`src/verilog/dbc_pkg.sv`:
```
// Constants, field layouts and types for the device bay status block
package dbc_pkg;

   // Register offsets (byte addresses on the internal register port)
   localparam logic [7:0] OFS_CTL0 = 8'h10; // Bay 0 control
   localparam logic [7:0] OFS_STS0 = 8'h14; // Bay 0 status
   localparam logic [7:0] OFS_CTL1 = 8'h18; // Bay 1 control
   localparam logic [7:0] OFS_STS1 = 8'h20; // Bay 1 status
   localparam logic [7:0] OFS_CFG = 8'h0c; // Controller config
   localparam logic [7:0] OFS_FEAT = 8'hfc; // Feature configuration

   // Values after reset
   localparam logic [31:0] CFG_RESET = 32'h00000002; // Two bays, no locks
   localparam logic [7:0] CTL_RESET = 8'h00;
   localparam logic [7:0] FEAT_RESET = 8'h00;
   localparam logic [31:0] CNT_RESET = 32'h00000000;

   // Status field positions for write-one-to-clear
   localparam int STS_REMREQ_BIT = 3;
   localparam int STS_CHG_BIT = 2;

   // Timing: oscillator rate and nominal durations
   localparam int CLK_HZ = 40000000; // core_clk rate
   localparam int TICK_MS = 50; // Debounce and short pulse unit
   localparam int LONG_MS = 800; // Timeout and long pulse unit
   localparam logic [31:0] TICK_CYCLES = 32'(CLK_HZ / 1000 * TICK_MS);
   localparam logic [31:0] LONG_PER_TICK = 32'(LONG_MS / TICK_MS);
   localparam logic [1:0] POR_HOLD_CYCLES = 2'h2; // Power-up hold

   // Bay state encoding
   typedef enum logic [2:0] {
      ST_EMPTY = 3'h0,
      ST_INSERTED = 3'h1,
      ST_ENABLED = 3'h2,
      ST_REM_REQUESTED = 3'h3,
      ST_REM_ALLOWED = 3'h4
   } dbc_bay_state_type;

   // Bay control register, low byte
   typedef struct packed {
      logic lock; // Lock control bit
      logic [2:0] streq; // Requested bay state
      logic removal_request_irq_enable; // Removal request irq enable
      logic chg_en; // Bay change enable
      logic wake_en; // Removal wake enable
      logic pwr; // Power control
   } dbc_ctl_type;

   // Bay status register, low byte
   typedef struct packed {
      logic sl_sts; // Security lock, locks off so zero
      logic [2:0] state; // Actual bay state
      logic remreq; // Removal request flag
      logic chg; // Bay change flag
      logic ser_present; // Serial bus present flag
      logic per_present; // Peripheral present flag
   } dbc_sts_type;

   // Feature configuration register, low byte
   typedef struct packed {
      logic [2:0] wait_units; // Insertion timeout field
      logic [3:0] pulse_units; // Solenoid pulse count
      logic long_sel; // Solenoid long pulse select
   } dbc_feat_type;

endpackage

```
`src/verilog/dbc_bay_status.sv`:
```
// Two-bay status, control and feature configuration logic
`timescale 1ns/100ps

//Operation
// - Removal request pin falling with device seated sets sticky flag
// - Enabled request moves bay to Removal Allowed
// - Insert or remove event sets sticky change flag
// - Removal sets change flag unless unwakeable allowed
// - Enabled insertion moves bay to Device Inserted
// - Presence bits read inverse of presence pins
// - Feature register upper 24 bits read zero
// - Feature fields accept only first write
// - Insertion wait is timeout field times 800ms
// - Presence debounced 50ms before timeout starts
// - Zero count gives level mode solenoid drive
// - Nonzero count pulses on lock one-to-zero
// - Pulse is count times 50ms or 800ms
// - Feature layout timeout, count, long select
// - First feature write clears locks and solenoids
// - Internal reset ORs pin and power-on reset
// - Power-up holds reset two more cycles
// - Reset clears registers, outputs, sets config
// - Reset restores write-once, samples address, pointer
// - Bay state codes 000 to 100
module dbc_bay_status #(
   parameter logic [31:0] TICK_CYCLES = dbc_pkg::TICK_CYCLES
) (
   input wire logic core_clk,
   input wire logic rst,
   input wire logic reset_pin_n,
   input wire logic [1:0] removal_request_pin_n,
   input wire logic [1:0] serial_bus_present_pin_n,
   input wire logic [1:0] peripheral_present_pin_n,
   input wire logic address_select_low_pin,
   input wire logic address_select_high_pin,
   input wire logic [7:0] reg_addr,
   input wire logic [31:0] reg_wdata,
   input wire logic reg_wr,
   output logic [31:0] reg_rdata,
   output logic alert_output,
   output logic [1:0] power_enable_output,
   output logic [1:0] solenoid_drive_output,
   output logic [1:0] slave_addr_select,
   output logic pointer_reset
);

   // Long unit is sixteen short units, shortened along with the tick
   localparam logic [31:0] LONG_CYCLES =
      32'(TICK_CYCLES * dbc_pkg::LONG_PER_TICK);
   localparam logic [7:0] OFS_CTL [2] = '{dbc_pkg::OFS_CTL0,
                                          dbc_pkg::OFS_CTL1};
   localparam logic [7:0] OFS_STS [2] = '{dbc_pkg::OFS_STS0,
                                          dbc_pkg::OFS_STS1};

   // Pin synchronisers: stage one feeds stage two only
   logic [8:0] pin_s1; // First stage
   logic [8:0] pin_s2; // Second stage, the only one logic reads
   logic [8:0] pin_raw; // Gathered asynchronous pins
   logic ext_reset_n; // Synced reset pin
   logic [1:0] rr_n; // Synced removal request pins
   logic [1:0] ser_n; // Synced serial bus presence pins
   logic [1:0] per_n; // Synced peripheral presence pins
   logic [1:0] ad_sync; // Synced address select pins

   // Reset generation
   logic [1:0] por_cnt; // Power-up hold countdown
   logic int_rst; // Combined internal reset

   // Feature register state
   dbc_pkg::dbc_feat_type feat; // Stored feature byte
   logic feat_locked; // Write-once permission spent
   logic wr_feat; // Feature register write strobe
   logic lock_wipe; // First feature write clears locks
   logic pulsed; // Solenoid pulse mode

   // Per-bay views for the read mux and alert
   logic [7:0] ctl_word [2]; // Control bytes
   logic [7:0] sts_word [2]; // Status bytes
   logic alert_term [2]; // Enabled pending flags per bay
   logic sol_drive [2]; // Solenoid drive flops
   logic pwr_drive [2]; // Power enable flops
   logic [31:0] next_rdata; // Read mux result

   assign pin_raw = {reset_pin_n, removal_request_pin_n,
                     serial_bus_present_pin_n, peripheral_present_pin_n,
                     address_select_high_pin, address_select_low_pin};
   assign ext_reset_n = pin_s2[8];
   assign rr_n = pin_s2[7:6];
   assign ser_n = pin_s2[5:4];
   assign per_n = pin_s2[3:2];
   assign ad_sync = pin_s2[1:0];

   // Two-flop synchroniser, idle high like the pulled-up pins
   always_ff @(posedge core_clk) begin
      if (rst) begin
         pin_s1 <= '1;
         pin_s2 <= '1;
      end else begin
         pin_s1 <= pin_raw;
         pin_s2 <= pin_s1;
      end
   end

   // Power-up hold counter, runs once after the oscillator starts
   always_ff @(posedge core_clk) begin
      if (rst) begin
         por_cnt <= dbc_pkg::POR_HOLD_CYCLES;
      end else if (por_cnt != 2'h0) begin
         por_cnt <= por_cnt - 2'h1;
      end
   end

   // Internal reset: power-on OR pin, then held while pin stays low
   always_ff @(posedge core_clk) begin
      if (rst) begin
         int_rst <= 1'b1;
      end else begin
         int_rst <= (por_cnt != 2'h0) | ~ext_reset_n;
      end
   end

   // Bus engine zeroes its address pointer while this is high
   assign pointer_reset = int_rst;

   // Slave address sampled from the straps throughout reset
   always_ff @(posedge core_clk) begin
      if (rst) begin
         slave_addr_select <= 2'h0;
      end else if (int_rst) begin
         slave_addr_select <= ad_sync;
      end
   end

   // Feature register decode
   assign wr_feat = reg_wr & (reg_addr == dbc_pkg::OFS_FEAT);
   assign lock_wipe = wr_feat & ~feat_locked;
   assign pulsed = feat.pulse_units != 4'h0;

   // Write-once feature byte; reset restores permission
   always_ff @(posedge core_clk) begin
      if (int_rst) begin
         feat <= dbc_pkg::FEAT_RESET;
         feat_locked <= 1'b0;
      end else if (wr_feat & ~feat_locked) begin
         feat <= reg_wdata[7:0];
         feat_locked <= 1'b1;
      end
   end

   // One copy of the bay logic per bay
   for (genvar b = 0; b < 2; b++) begin : g_bay
      dbc_pkg::dbc_ctl_type ctl; // Control byte
      dbc_pkg::dbc_ctl_type next_ctl; // Next control byte
      dbc_pkg::dbc_ctl_type wr_val; // Written control byte
      dbc_pkg::dbc_bay_state_type state; // Actual bay state
      dbc_pkg::dbc_bay_state_type next_state;
      logic remreq_flag; // Sticky removal request
      logic chg_flag; // Sticky bay change
      logic present_raw; // Either presence pin active
      logic present_db; // Debounced presence
      logic [31:0] deb_cnt; // Debounce timer
      logic waiting; // Insertion timeout running
      logic seated; // Device registered in bay
      logic [31:0] wait_cnt; // Insertion timeout countdown
      logic [31:0] wait_len; // Programmed insertion wait
      logic [31:0] pulse_len; // Programmed solenoid pulse
      logic [31:0] pulse_cnt; // Solenoid pulse countdown
      logic rr_prev; // Removal request pin last cycle
      logic wr_ctl; // Control write strobe
      logic wr_sts; // Status write strobe
      logic deb_done; // Debounce period elapsed
      logic ins_start; // Debounced insertion seen
      logic ins_fire; // Insertion timeout elapsed
      logic rem_evt; // Debounced removal of a seated device
      logic cancel; // Removal during timeout, no event
      logic remreq_evt; // Button press with device seated
      logic chg_set; // Hardware sets change flag
      logic streq_ok; // Accepted state request
      logic lock_fall; // Lock bit written from one to zero

      assign wr_ctl = reg_wr & (reg_addr == OFS_CTL[b]);
      assign wr_sts = reg_wr & (reg_addr == OFS_STS[b]);
      assign wr_val = reg_wdata[7:0];
      assign present_raw = ~ser_n[b] | ~per_n[b];
      assign deb_done = (present_raw != present_db) &
                        (deb_cnt == TICK_CYCLES - 32'h1);
      assign ins_start = deb_done & present_raw;
      assign cancel = deb_done & ~present_raw & waiting;
      assign rem_evt = deb_done & ~present_raw & seated;
      assign ins_fire = waiting & (wait_cnt == 32'h0);
      assign remreq_evt = rr_prev & ~rr_n[b] & seated;
      // Removal from an unwakeable Removal Allowed bay stays silent
      assign chg_set = ins_fire | (rem_evt &
         ~(~ctl.wake_en & (state == dbc_pkg::ST_REM_ALLOWED)));
      assign wait_len = {29'h0, feat.wait_units} * LONG_CYCLES;
      assign pulse_len = {28'h0, feat.pulse_units} *
                         (feat.long_sel ? LONG_CYCLES : TICK_CYCLES);
      assign streq_ok = wr_ctl & seated & (wr_val.streq != 3'h0) &
                        (wr_val.streq <= 3'h4);
      assign lock_fall = wr_ctl & ctl.lock & ~wr_val.lock;

      // Control byte next value
      always_comb begin
         next_ctl = ctl;
         if (wr_ctl) begin
            next_ctl.lock = wr_val.lock;
            next_ctl.removal_request_irq_enable = wr_val.removal_request_irq_enable;
            next_ctl.chg_en = wr_val.chg_en;
            next_ctl.wake_en = wr_val.wake_en;
            // Power only with a device in and the lock engaged
            next_ctl.pwr = wr_val.pwr & seated & wr_val.lock;
            if (streq_ok) begin
               next_ctl.streq = wr_val.streq;
            end
         end
         if (lock_wipe) begin
            next_ctl.lock = 1'b0;
         end
         if (rem_evt) begin
            // Forced removal drops power and the request field
            next_ctl.pwr = 1'b0;
            next_ctl.streq = 3'h0;
         end
      end

      // Bay state next value, removal has the last word
      always_comb begin
         next_state = state;
         if (streq_ok) begin
            next_state = dbc_pkg::dbc_bay_state_type'(wr_val.streq);
         end
         if (ins_fire & ctl.chg_en) begin
            next_state = dbc_pkg::ST_INSERTED;
         end
         if (remreq_evt & ctl.removal_request_irq_enable) begin
            next_state = dbc_pkg::ST_REM_ALLOWED;
         end
         if (rem_evt) begin
            next_state = dbc_pkg::ST_EMPTY;
         end
      end

      // Control, state and sticky flags; a set beats a same-cycle clear
      always_ff @(posedge core_clk) begin
         if (int_rst) begin
            ctl <= dbc_pkg::CTL_RESET;
            state <= dbc_pkg::ST_EMPTY;
            remreq_flag <= 1'b0;
            chg_flag <= 1'b0;
            rr_prev <= 1'b1;
         end else begin
            ctl <= next_ctl;
            state <= next_state;
            remreq_flag <= remreq_evt | (remreq_flag &
               ~(wr_sts & reg_wdata[dbc_pkg::STS_REMREQ_BIT]));
            chg_flag <= chg_set | (chg_flag &
               ~(wr_sts & reg_wdata[dbc_pkg::STS_CHG_BIT]));
            rr_prev <= rr_n[b];
         end
      end

      // Presence debounce: input must hold its new level one tick
      always_ff @(posedge core_clk) begin
         if (int_rst) begin
            deb_cnt <= dbc_pkg::CNT_RESET;
            present_db <= 1'b0;
         end else if ((present_raw == present_db) | deb_done) begin
            deb_cnt <= dbc_pkg::CNT_RESET;
            present_db <= present_raw;
         end else begin
            deb_cnt <= deb_cnt + 32'h1;
         end
      end

      // Insertion timeout, started only after the debounce
      always_ff @(posedge core_clk) begin
         if (int_rst) begin
            waiting <= 1'b0;
            seated <= 1'b0;
            wait_cnt <= dbc_pkg::CNT_RESET;
         end else if (ins_start) begin
            waiting <= 1'b1;
            wait_cnt <= wait_len;
         end else if (cancel) begin
            waiting <= 1'b0; // Pulled early, no event at all
         end else if (ins_fire) begin
            waiting <= 1'b0;
            seated <= 1'b1;
         end else if (rem_evt) begin
            seated <= 1'b0;
         end else if (waiting) begin
            wait_cnt <= wait_cnt - 32'h1;
         end
      end

      // Solenoid pulse timer and drive, level mode follows the lock
      always_ff @(posedge core_clk) begin
         if (int_rst | lock_wipe) begin
            pulse_cnt <= dbc_pkg::CNT_RESET;
            sol_drive[b] <= 1'b0;
         end else begin
            if (pulsed & lock_fall) begin
               pulse_cnt <= pulse_len;
            end else if (pulse_cnt != 32'h0) begin
               pulse_cnt <= pulse_cnt - 32'h1;
            end
            sol_drive[b] <= pulsed ? ((pulsed & lock_fall) |
                                      (pulse_cnt > 32'h1))
                                   : next_ctl.lock;
         end
      end

      // Power enable mirrors the power control bit
      always_ff @(posedge core_clk) begin
         if (int_rst) begin
            pwr_drive[b] <= 1'b0;
         end else begin
            pwr_drive[b] <= next_ctl.pwr;
         end
      end

      assign ctl_word[b] = ctl;
      // Presence bits straight from the synced pins, inverted
      assign sts_word[b] = {1'b0, state, remreq_flag, chg_flag,
                            ~ser_n[b], ~per_n[b]};
      // Late enable still raises the alert on a pending flag
      assign alert_term[b] = (remreq_flag & ctl.removal_request_irq_enable) |
                             (chg_flag & ctl.chg_en);
   end

   assign power_enable_output = {pwr_drive[1], pwr_drive[0]};
   assign solenoid_drive_output = {sol_drive[1], sol_drive[0]};

   // Read mux, reserved and unmapped space reads zero
   always_comb begin
      next_rdata = 32'h0;
      unique case (reg_addr)
         dbc_pkg::OFS_CTL0: next_rdata = {24'h0, ctl_word[0]};
         dbc_pkg::OFS_STS0: next_rdata = {24'h0, sts_word[0]};
         dbc_pkg::OFS_CTL1: next_rdata = {24'h0, ctl_word[1]};
         dbc_pkg::OFS_STS1: next_rdata = {24'h0, sts_word[1]};
         dbc_pkg::OFS_CFG: next_rdata = dbc_pkg::CFG_RESET;
         dbc_pkg::OFS_FEAT: next_rdata = {24'h0, feat};
         default: next_rdata = 32'h0;
      endcase
   end

   // Registered read data and alert
   always_ff @(posedge core_clk) begin
      if (int_rst) begin
         reg_rdata <= 32'h0;
         alert_output <= 1'b0;
      end else begin
         reg_rdata <= next_rdata;
         alert_output <= alert_term[0] | alert_term[1];
      end
   end

endmodule

```
`config.mk`:
```
export PLATFORM = sky130hd
export DESIGN_NAME = dbc_bay_status
export DESIGN_NICKNAME = d
export VERILOG_FILES = /design/src/verilog/dbc_pkg.sv /design/src/verilog/dbc_bay_status.sv
export SDC_FILE = /design/constraint.sdc
export NUM_CORES = 1
export LEC_CHECK = 0
export ABC_AREA = 1
export BUFFER_PORTS_ARGS = -buffer_cell sky130_fd_sc_hd__buf_2
export CORE_MARGIN = 2
export CORE_UTILIZATION = 45
export CTS_BUF_LIST = sky130_fd_sc_hd__clkbuf_16
export DETAILED_ROUTE_END_ITERATION = 8
export GPL_ROUTABILITY_DRIVEN = 1
export GPL_TIMING_DRIVEN = 0
export SLEW_MARGIN = 20
export SYNTH_ARGS = -nofsm -noshare
export SYNTH_HDL_FRONTEND = slang
export SYNTH_SLANG_ARGS = --single-unit
```
`constraint.sdc`:
```
create_clock -name core_clk -period 3.1 [get_ports core_clk]
set_input_delay 0.465 -clock core_clk [delete_from_list [all_inputs] [get_ports core_clk]]
set_output_delay 0.465 -clock core_clk [all_outputs]
set_load 0.1 [all_outputs]
```
==> Implementation_results.wiki <==
{| class="wikitable"
! Metric !! Value
|-
| Worst setup EP type || register
|-
| Max-slew headroom || 0.3984
|-
| Portion of synthesized cell area occupied by the leading cell type || 0.3201
|-
| Via-per-instance ratio || roughly 5.2
|-
| Number of standard cells in the layout, taps in and fillers out || ~3200
|-
| Post-Place Setup Slack || -0.4544 ns
|-
| Post-layout nets || 2780
|-
| Number of top-level pins || 92
|-
| Initial standard-cell utilization of the core || 0.4584
|-
| Total Wirelength || 48860 um
|-
| CTS buffer count || 34
|-
| Detailed-placement wirelength estimate || between 30000 and 40000 um
|-
| Portion of the post-synthesis area used by sequential elements || 0.3201
|-
| Outcome || finished, final reports clean
|-
| Average routed wire per standard cell || between 15 and 20 um
|-
| Total count of hold-check failures in the final report || 0
|-
| Number of cells after detailed placement || about 3100
|-
| Weighted congestion reported at the end of routability-driven placement || 0.9581
|-
| Pin count of the biggest net entering global routing || 13
|-
| Total standard cell area after synthesis || between 15000 and 20000 um2
|-
| Count of input and output buffers || 43
|-
| Share of the cycle needed by the critical path after routing || 0.9663
|-
| Hold crit path type || in -> reg
|-
| Clock-pin slew reported for the worst setup and hold paths after clock tree synthesis || about 0.06 ns
|-
| Startpoint-to-endpoint class of the critical path || reg -> reg
|-
| DRC viols || 0
|-
| Number of antenna violations at the first check in global routing || 3
|-
| Setup Skew || between 0.01 and 0.015 ns
|-
| Vias post-DR || roughly 17000
|-
| CTS HTree Levels || 2
|-
| Clock latency on the worst-skew pair || around 0.54 ns
|-
| Sum of negative setup slack || 0 ns
|-
| Data required time at the worst endpoint || 3.53 ns
|-
| Post-route cell area || just under 20000 um2
|-
| Leading register cell type out of synthesis || sky130_fd_sc_hd__dfxtp_1
|-
| Cell at the root of the clock tree || sky130_fd_sc_hd__clkbuf_16
|-
| Most frequent cells in the layout || sky130_fd_sc_hd__nand2_1, sky130_fd_sc_hd__nor2_1, sky130_fd_sc_hd__inv_1, sky130_fd_sc_hd__dfxtp_1, sky130_fd_sc_hd__nand3_1
|-
| Post-Syn Area per Cell || roughly 6.6 um2
|-
| Max-cap check violation count || 0
|-
| VDD IR max || roughly 0.0011 V
|-
| Total track usage || 0.2514
|-
| Gate count after technology mapping || about 2600
|-
| Worst reg2reg setup slack || between 0.1 and 0.15 ns
|-
| Worst-case setup margin in the final layout || around 0.10 ns
|-
| Biggest area consumer among synthesized cells || sky130_fd_sc_hd__dfxtp_1
|-
| Fraction of synthesis flops using an asynchronous set or reset pin || 0
|-
| Synthesis Warnings || 0
|-
| Core footprint || around 37000 um2
|-
| Crit path DAT || ~3.4 ns
|-
| Floorplan row count || 70
|-
| Number of synthesized flops with an enable pin || 0
|-
| Die height || 197.3 um
|-
| Global-route wire length before repair || 78990 um
|-
| Final hold slack || approximately 0.11 ns
|-
| Top post-synthesis cells by area || sky130_fd_sc_hd__dfxtp_1, sky130_fd_sc_hd__nand2_1, sky130_fd_sc_hd__nor2_1
|-
| Violation count after the first detailed-route iteration || 928
|-
| TritonRoute pass-1 iters || 5
|-
| Antenna violation net count after detailed routing || 0
|-
| Achievable frequency || 333.8 MHz
|-
| Worst-margin pin slew || ~0.9 ns
|-
| Flip-flop and latch count after synthesis || ~270
|-
| Startpoint types || register
|-
| Chip Width || a little under 200 um
|-
| Aggregate global routing overflow || 0
|-
| Die Footprint || 38940 um2
|-
| Setup Viol. Count Final || 0
|-
| Number of unique standard cell types used by synthesis || 56
|-
| Fill cell total of the finished layout || ~3800
|-
| RSZ-0062 raised after global routing || yes
|-
| CTS tree || done
|-
| Max clock buf depth || 3
|-
| Clk sinks || ~270
|-
| Vias in the first global route || 15560
|-
| Worst-path fanout max || 8
|-
| Power per cell area || approximately 970 nW/um2
|-
| Min Clock Period, post-route || roughly 3 ns
|-
| Area after DPL || between 15000 and 20000 um2
|-
| Final max-slew violation count || 0
|-
| Static Leak || around 8.7 nW
|-
| Area overhead of the layout relative to synthesis || 14.51%
|-
| Most frequent standard cell in the layout excluding fill and tap cells || sky130_fd_sc_hd__nand2_1
|-
| Share of layout cells above drive strength 1 || 0.1175
|}
[per-stage QoR]
stage	util	total power, W
after global routing	0.5248	0.02808
after detailed placement	0.4832	0.01492
final	0.5249	0.01867
after floorplan	-	0.006021
after CTS	0.5175	0.01881
after global placement	0.4832	0.02215
[path summary, 6_finish.rpt]
kind	start	end	cells after the start
worst min register to register	pin_s2[8]	pointer_reset	1
worst max-delay path	feat[0]	g_bay[0].pulse_cnt[27]	19
worst min-delay path	reset_pin_n	pin_s1[8]	2
worst max register to register	feat[0]	g_bay[0].pulse_cnt[27]	19
[logic make-up (layout without fill, tap and decap cells)]
kind of cell | Yosys count | after routing | synth area share
adder cells (fa/ha/maj) | 52 | 52 | 0.04403
other | 1 | 32 | 0.0002229
AND/OR/NAND/NOR | 1466 | 1466 | 0.3905
buffers and inverters | 365 | 479 | 0.09380
AO/OA/AOI/OAI | 291 | 291 | 0.09350
XOR/XNOR | 111 | 111 | 0.05780
flip-flops | 269 | 269 | 0.3201
[area by class of cell]
class	count	area (um2)	share of cell area
Inverter	285	1082	0.05619
Sequential cell	269	5393	0.2800
Clock buffer	37	925.9	0.04807
Timing Repair Buffer	56	312.8	0.01624
Clock inverter	21	161.4	0.008379
Tap cell	468	585.6	0.03040
Antenna cell	2	5.005	0.0002598
Buffer	80	515.5	0.02676
Multi-Input combinational cell	1950	10280	0.5337
[worst max-delay path: stages (launching register included)]
cell and delay [ns]:
sky130_fd_sc_hd__dfxtp_2 0.32, sky130_fd_sc_hd__buf_8 0.14, sky130_fd_sc_hd__inv_6 0.07, sky130_fd_sc_hd__nand2_8 0.06, sky130_fd_sc_hd__nor2_4 0.10, sky130_fd_sc_hd__nor2_1 0.06, sky130_fd_sc_hd__ha_1 0.27, sky130_fd_sc_hd__inv_1 0.06
sky130_fd_sc_hd__fa_1 0.52, sky130_fd_sc_hd__inv_1 0.06, sky130_fd_sc_hd__ha_4 0.23, sky130_fd_sc_hd__a21o_1 0.23, sky130_fd_sc_hd__a21oi_2 0.18, sky130_fd_sc_hd__nand3_2 0.10, sky130_fd_sc_hd__nand2_2 0.08, sky130_fd_sc_hd__nand2_1 0.06
sky130_fd_sc_hd__nand2_2 0.10, sky130_fd_sc_hd__nand2_4 0.08, sky130_fd_sc_hd__nor2_4 0.10, sky130_fd_sc_hd__nor2_1 0.05
[flip-flops by register name, indices dropped and copies added, names as in the netlist, 6 cells and up]
| name | count |
|---|---|
| g_bay.deb_cnt | 64 |
| g_bay.pulse_cnt | 64 |
| g_bay.wait_cnt | 64 |
| ctl_word | 16 |
| pin_s1 | 9 |
| pin_s2 | 9 |
| feat | 8 |
| reg_rdata | 8 |
| g_bay.state | 6 |
[metal layers]
metal,share of wire,wire [um],GRT usage
met1,0.45,21810,0.3226
met2,0.47,23080,0.4322
met3,0.053,2607,0.03671
met4,0.027,1334,0.08410
met5,0.00049,24,0
[synth_stat cells (all sizes together), types with 3 or more instances]
library cell  instances
a211oi                8
a21oi               145
a31oi                 5
and2                  5
buf                  61
clkbuf               19
dfxtp               269
fa                   12
ha                   40
inv                 284
nand2               556
nand3               184
nand3b               16
nand4                70
nor2                505
nor3                 70
nor3b                 9
nor4                 14
o211ai                7
o21ai                97
o21bai                3
o22ai                11
o31ai                 3
or2                  36
xnor2                30
xor2                 81
[power breakdown]
part           switching, W  leakage [nW]  internal (W)
Clock               0.00154         0.567       0.00238
Sequential         0.000167          2.17       0.00366
Combinational       0.00690          5.96       0.00403
Total               0.00861          8.70        0.0101
[timing repair]
action                                  CTS  global route
endpoints found under the setup margin   18            17
resized for setup                        37            50
hold buffers                              0             0
setup buffers                             3            10
pin swaps                                 9            18
No activity file was read; power rests on OpenSTA's default activity.
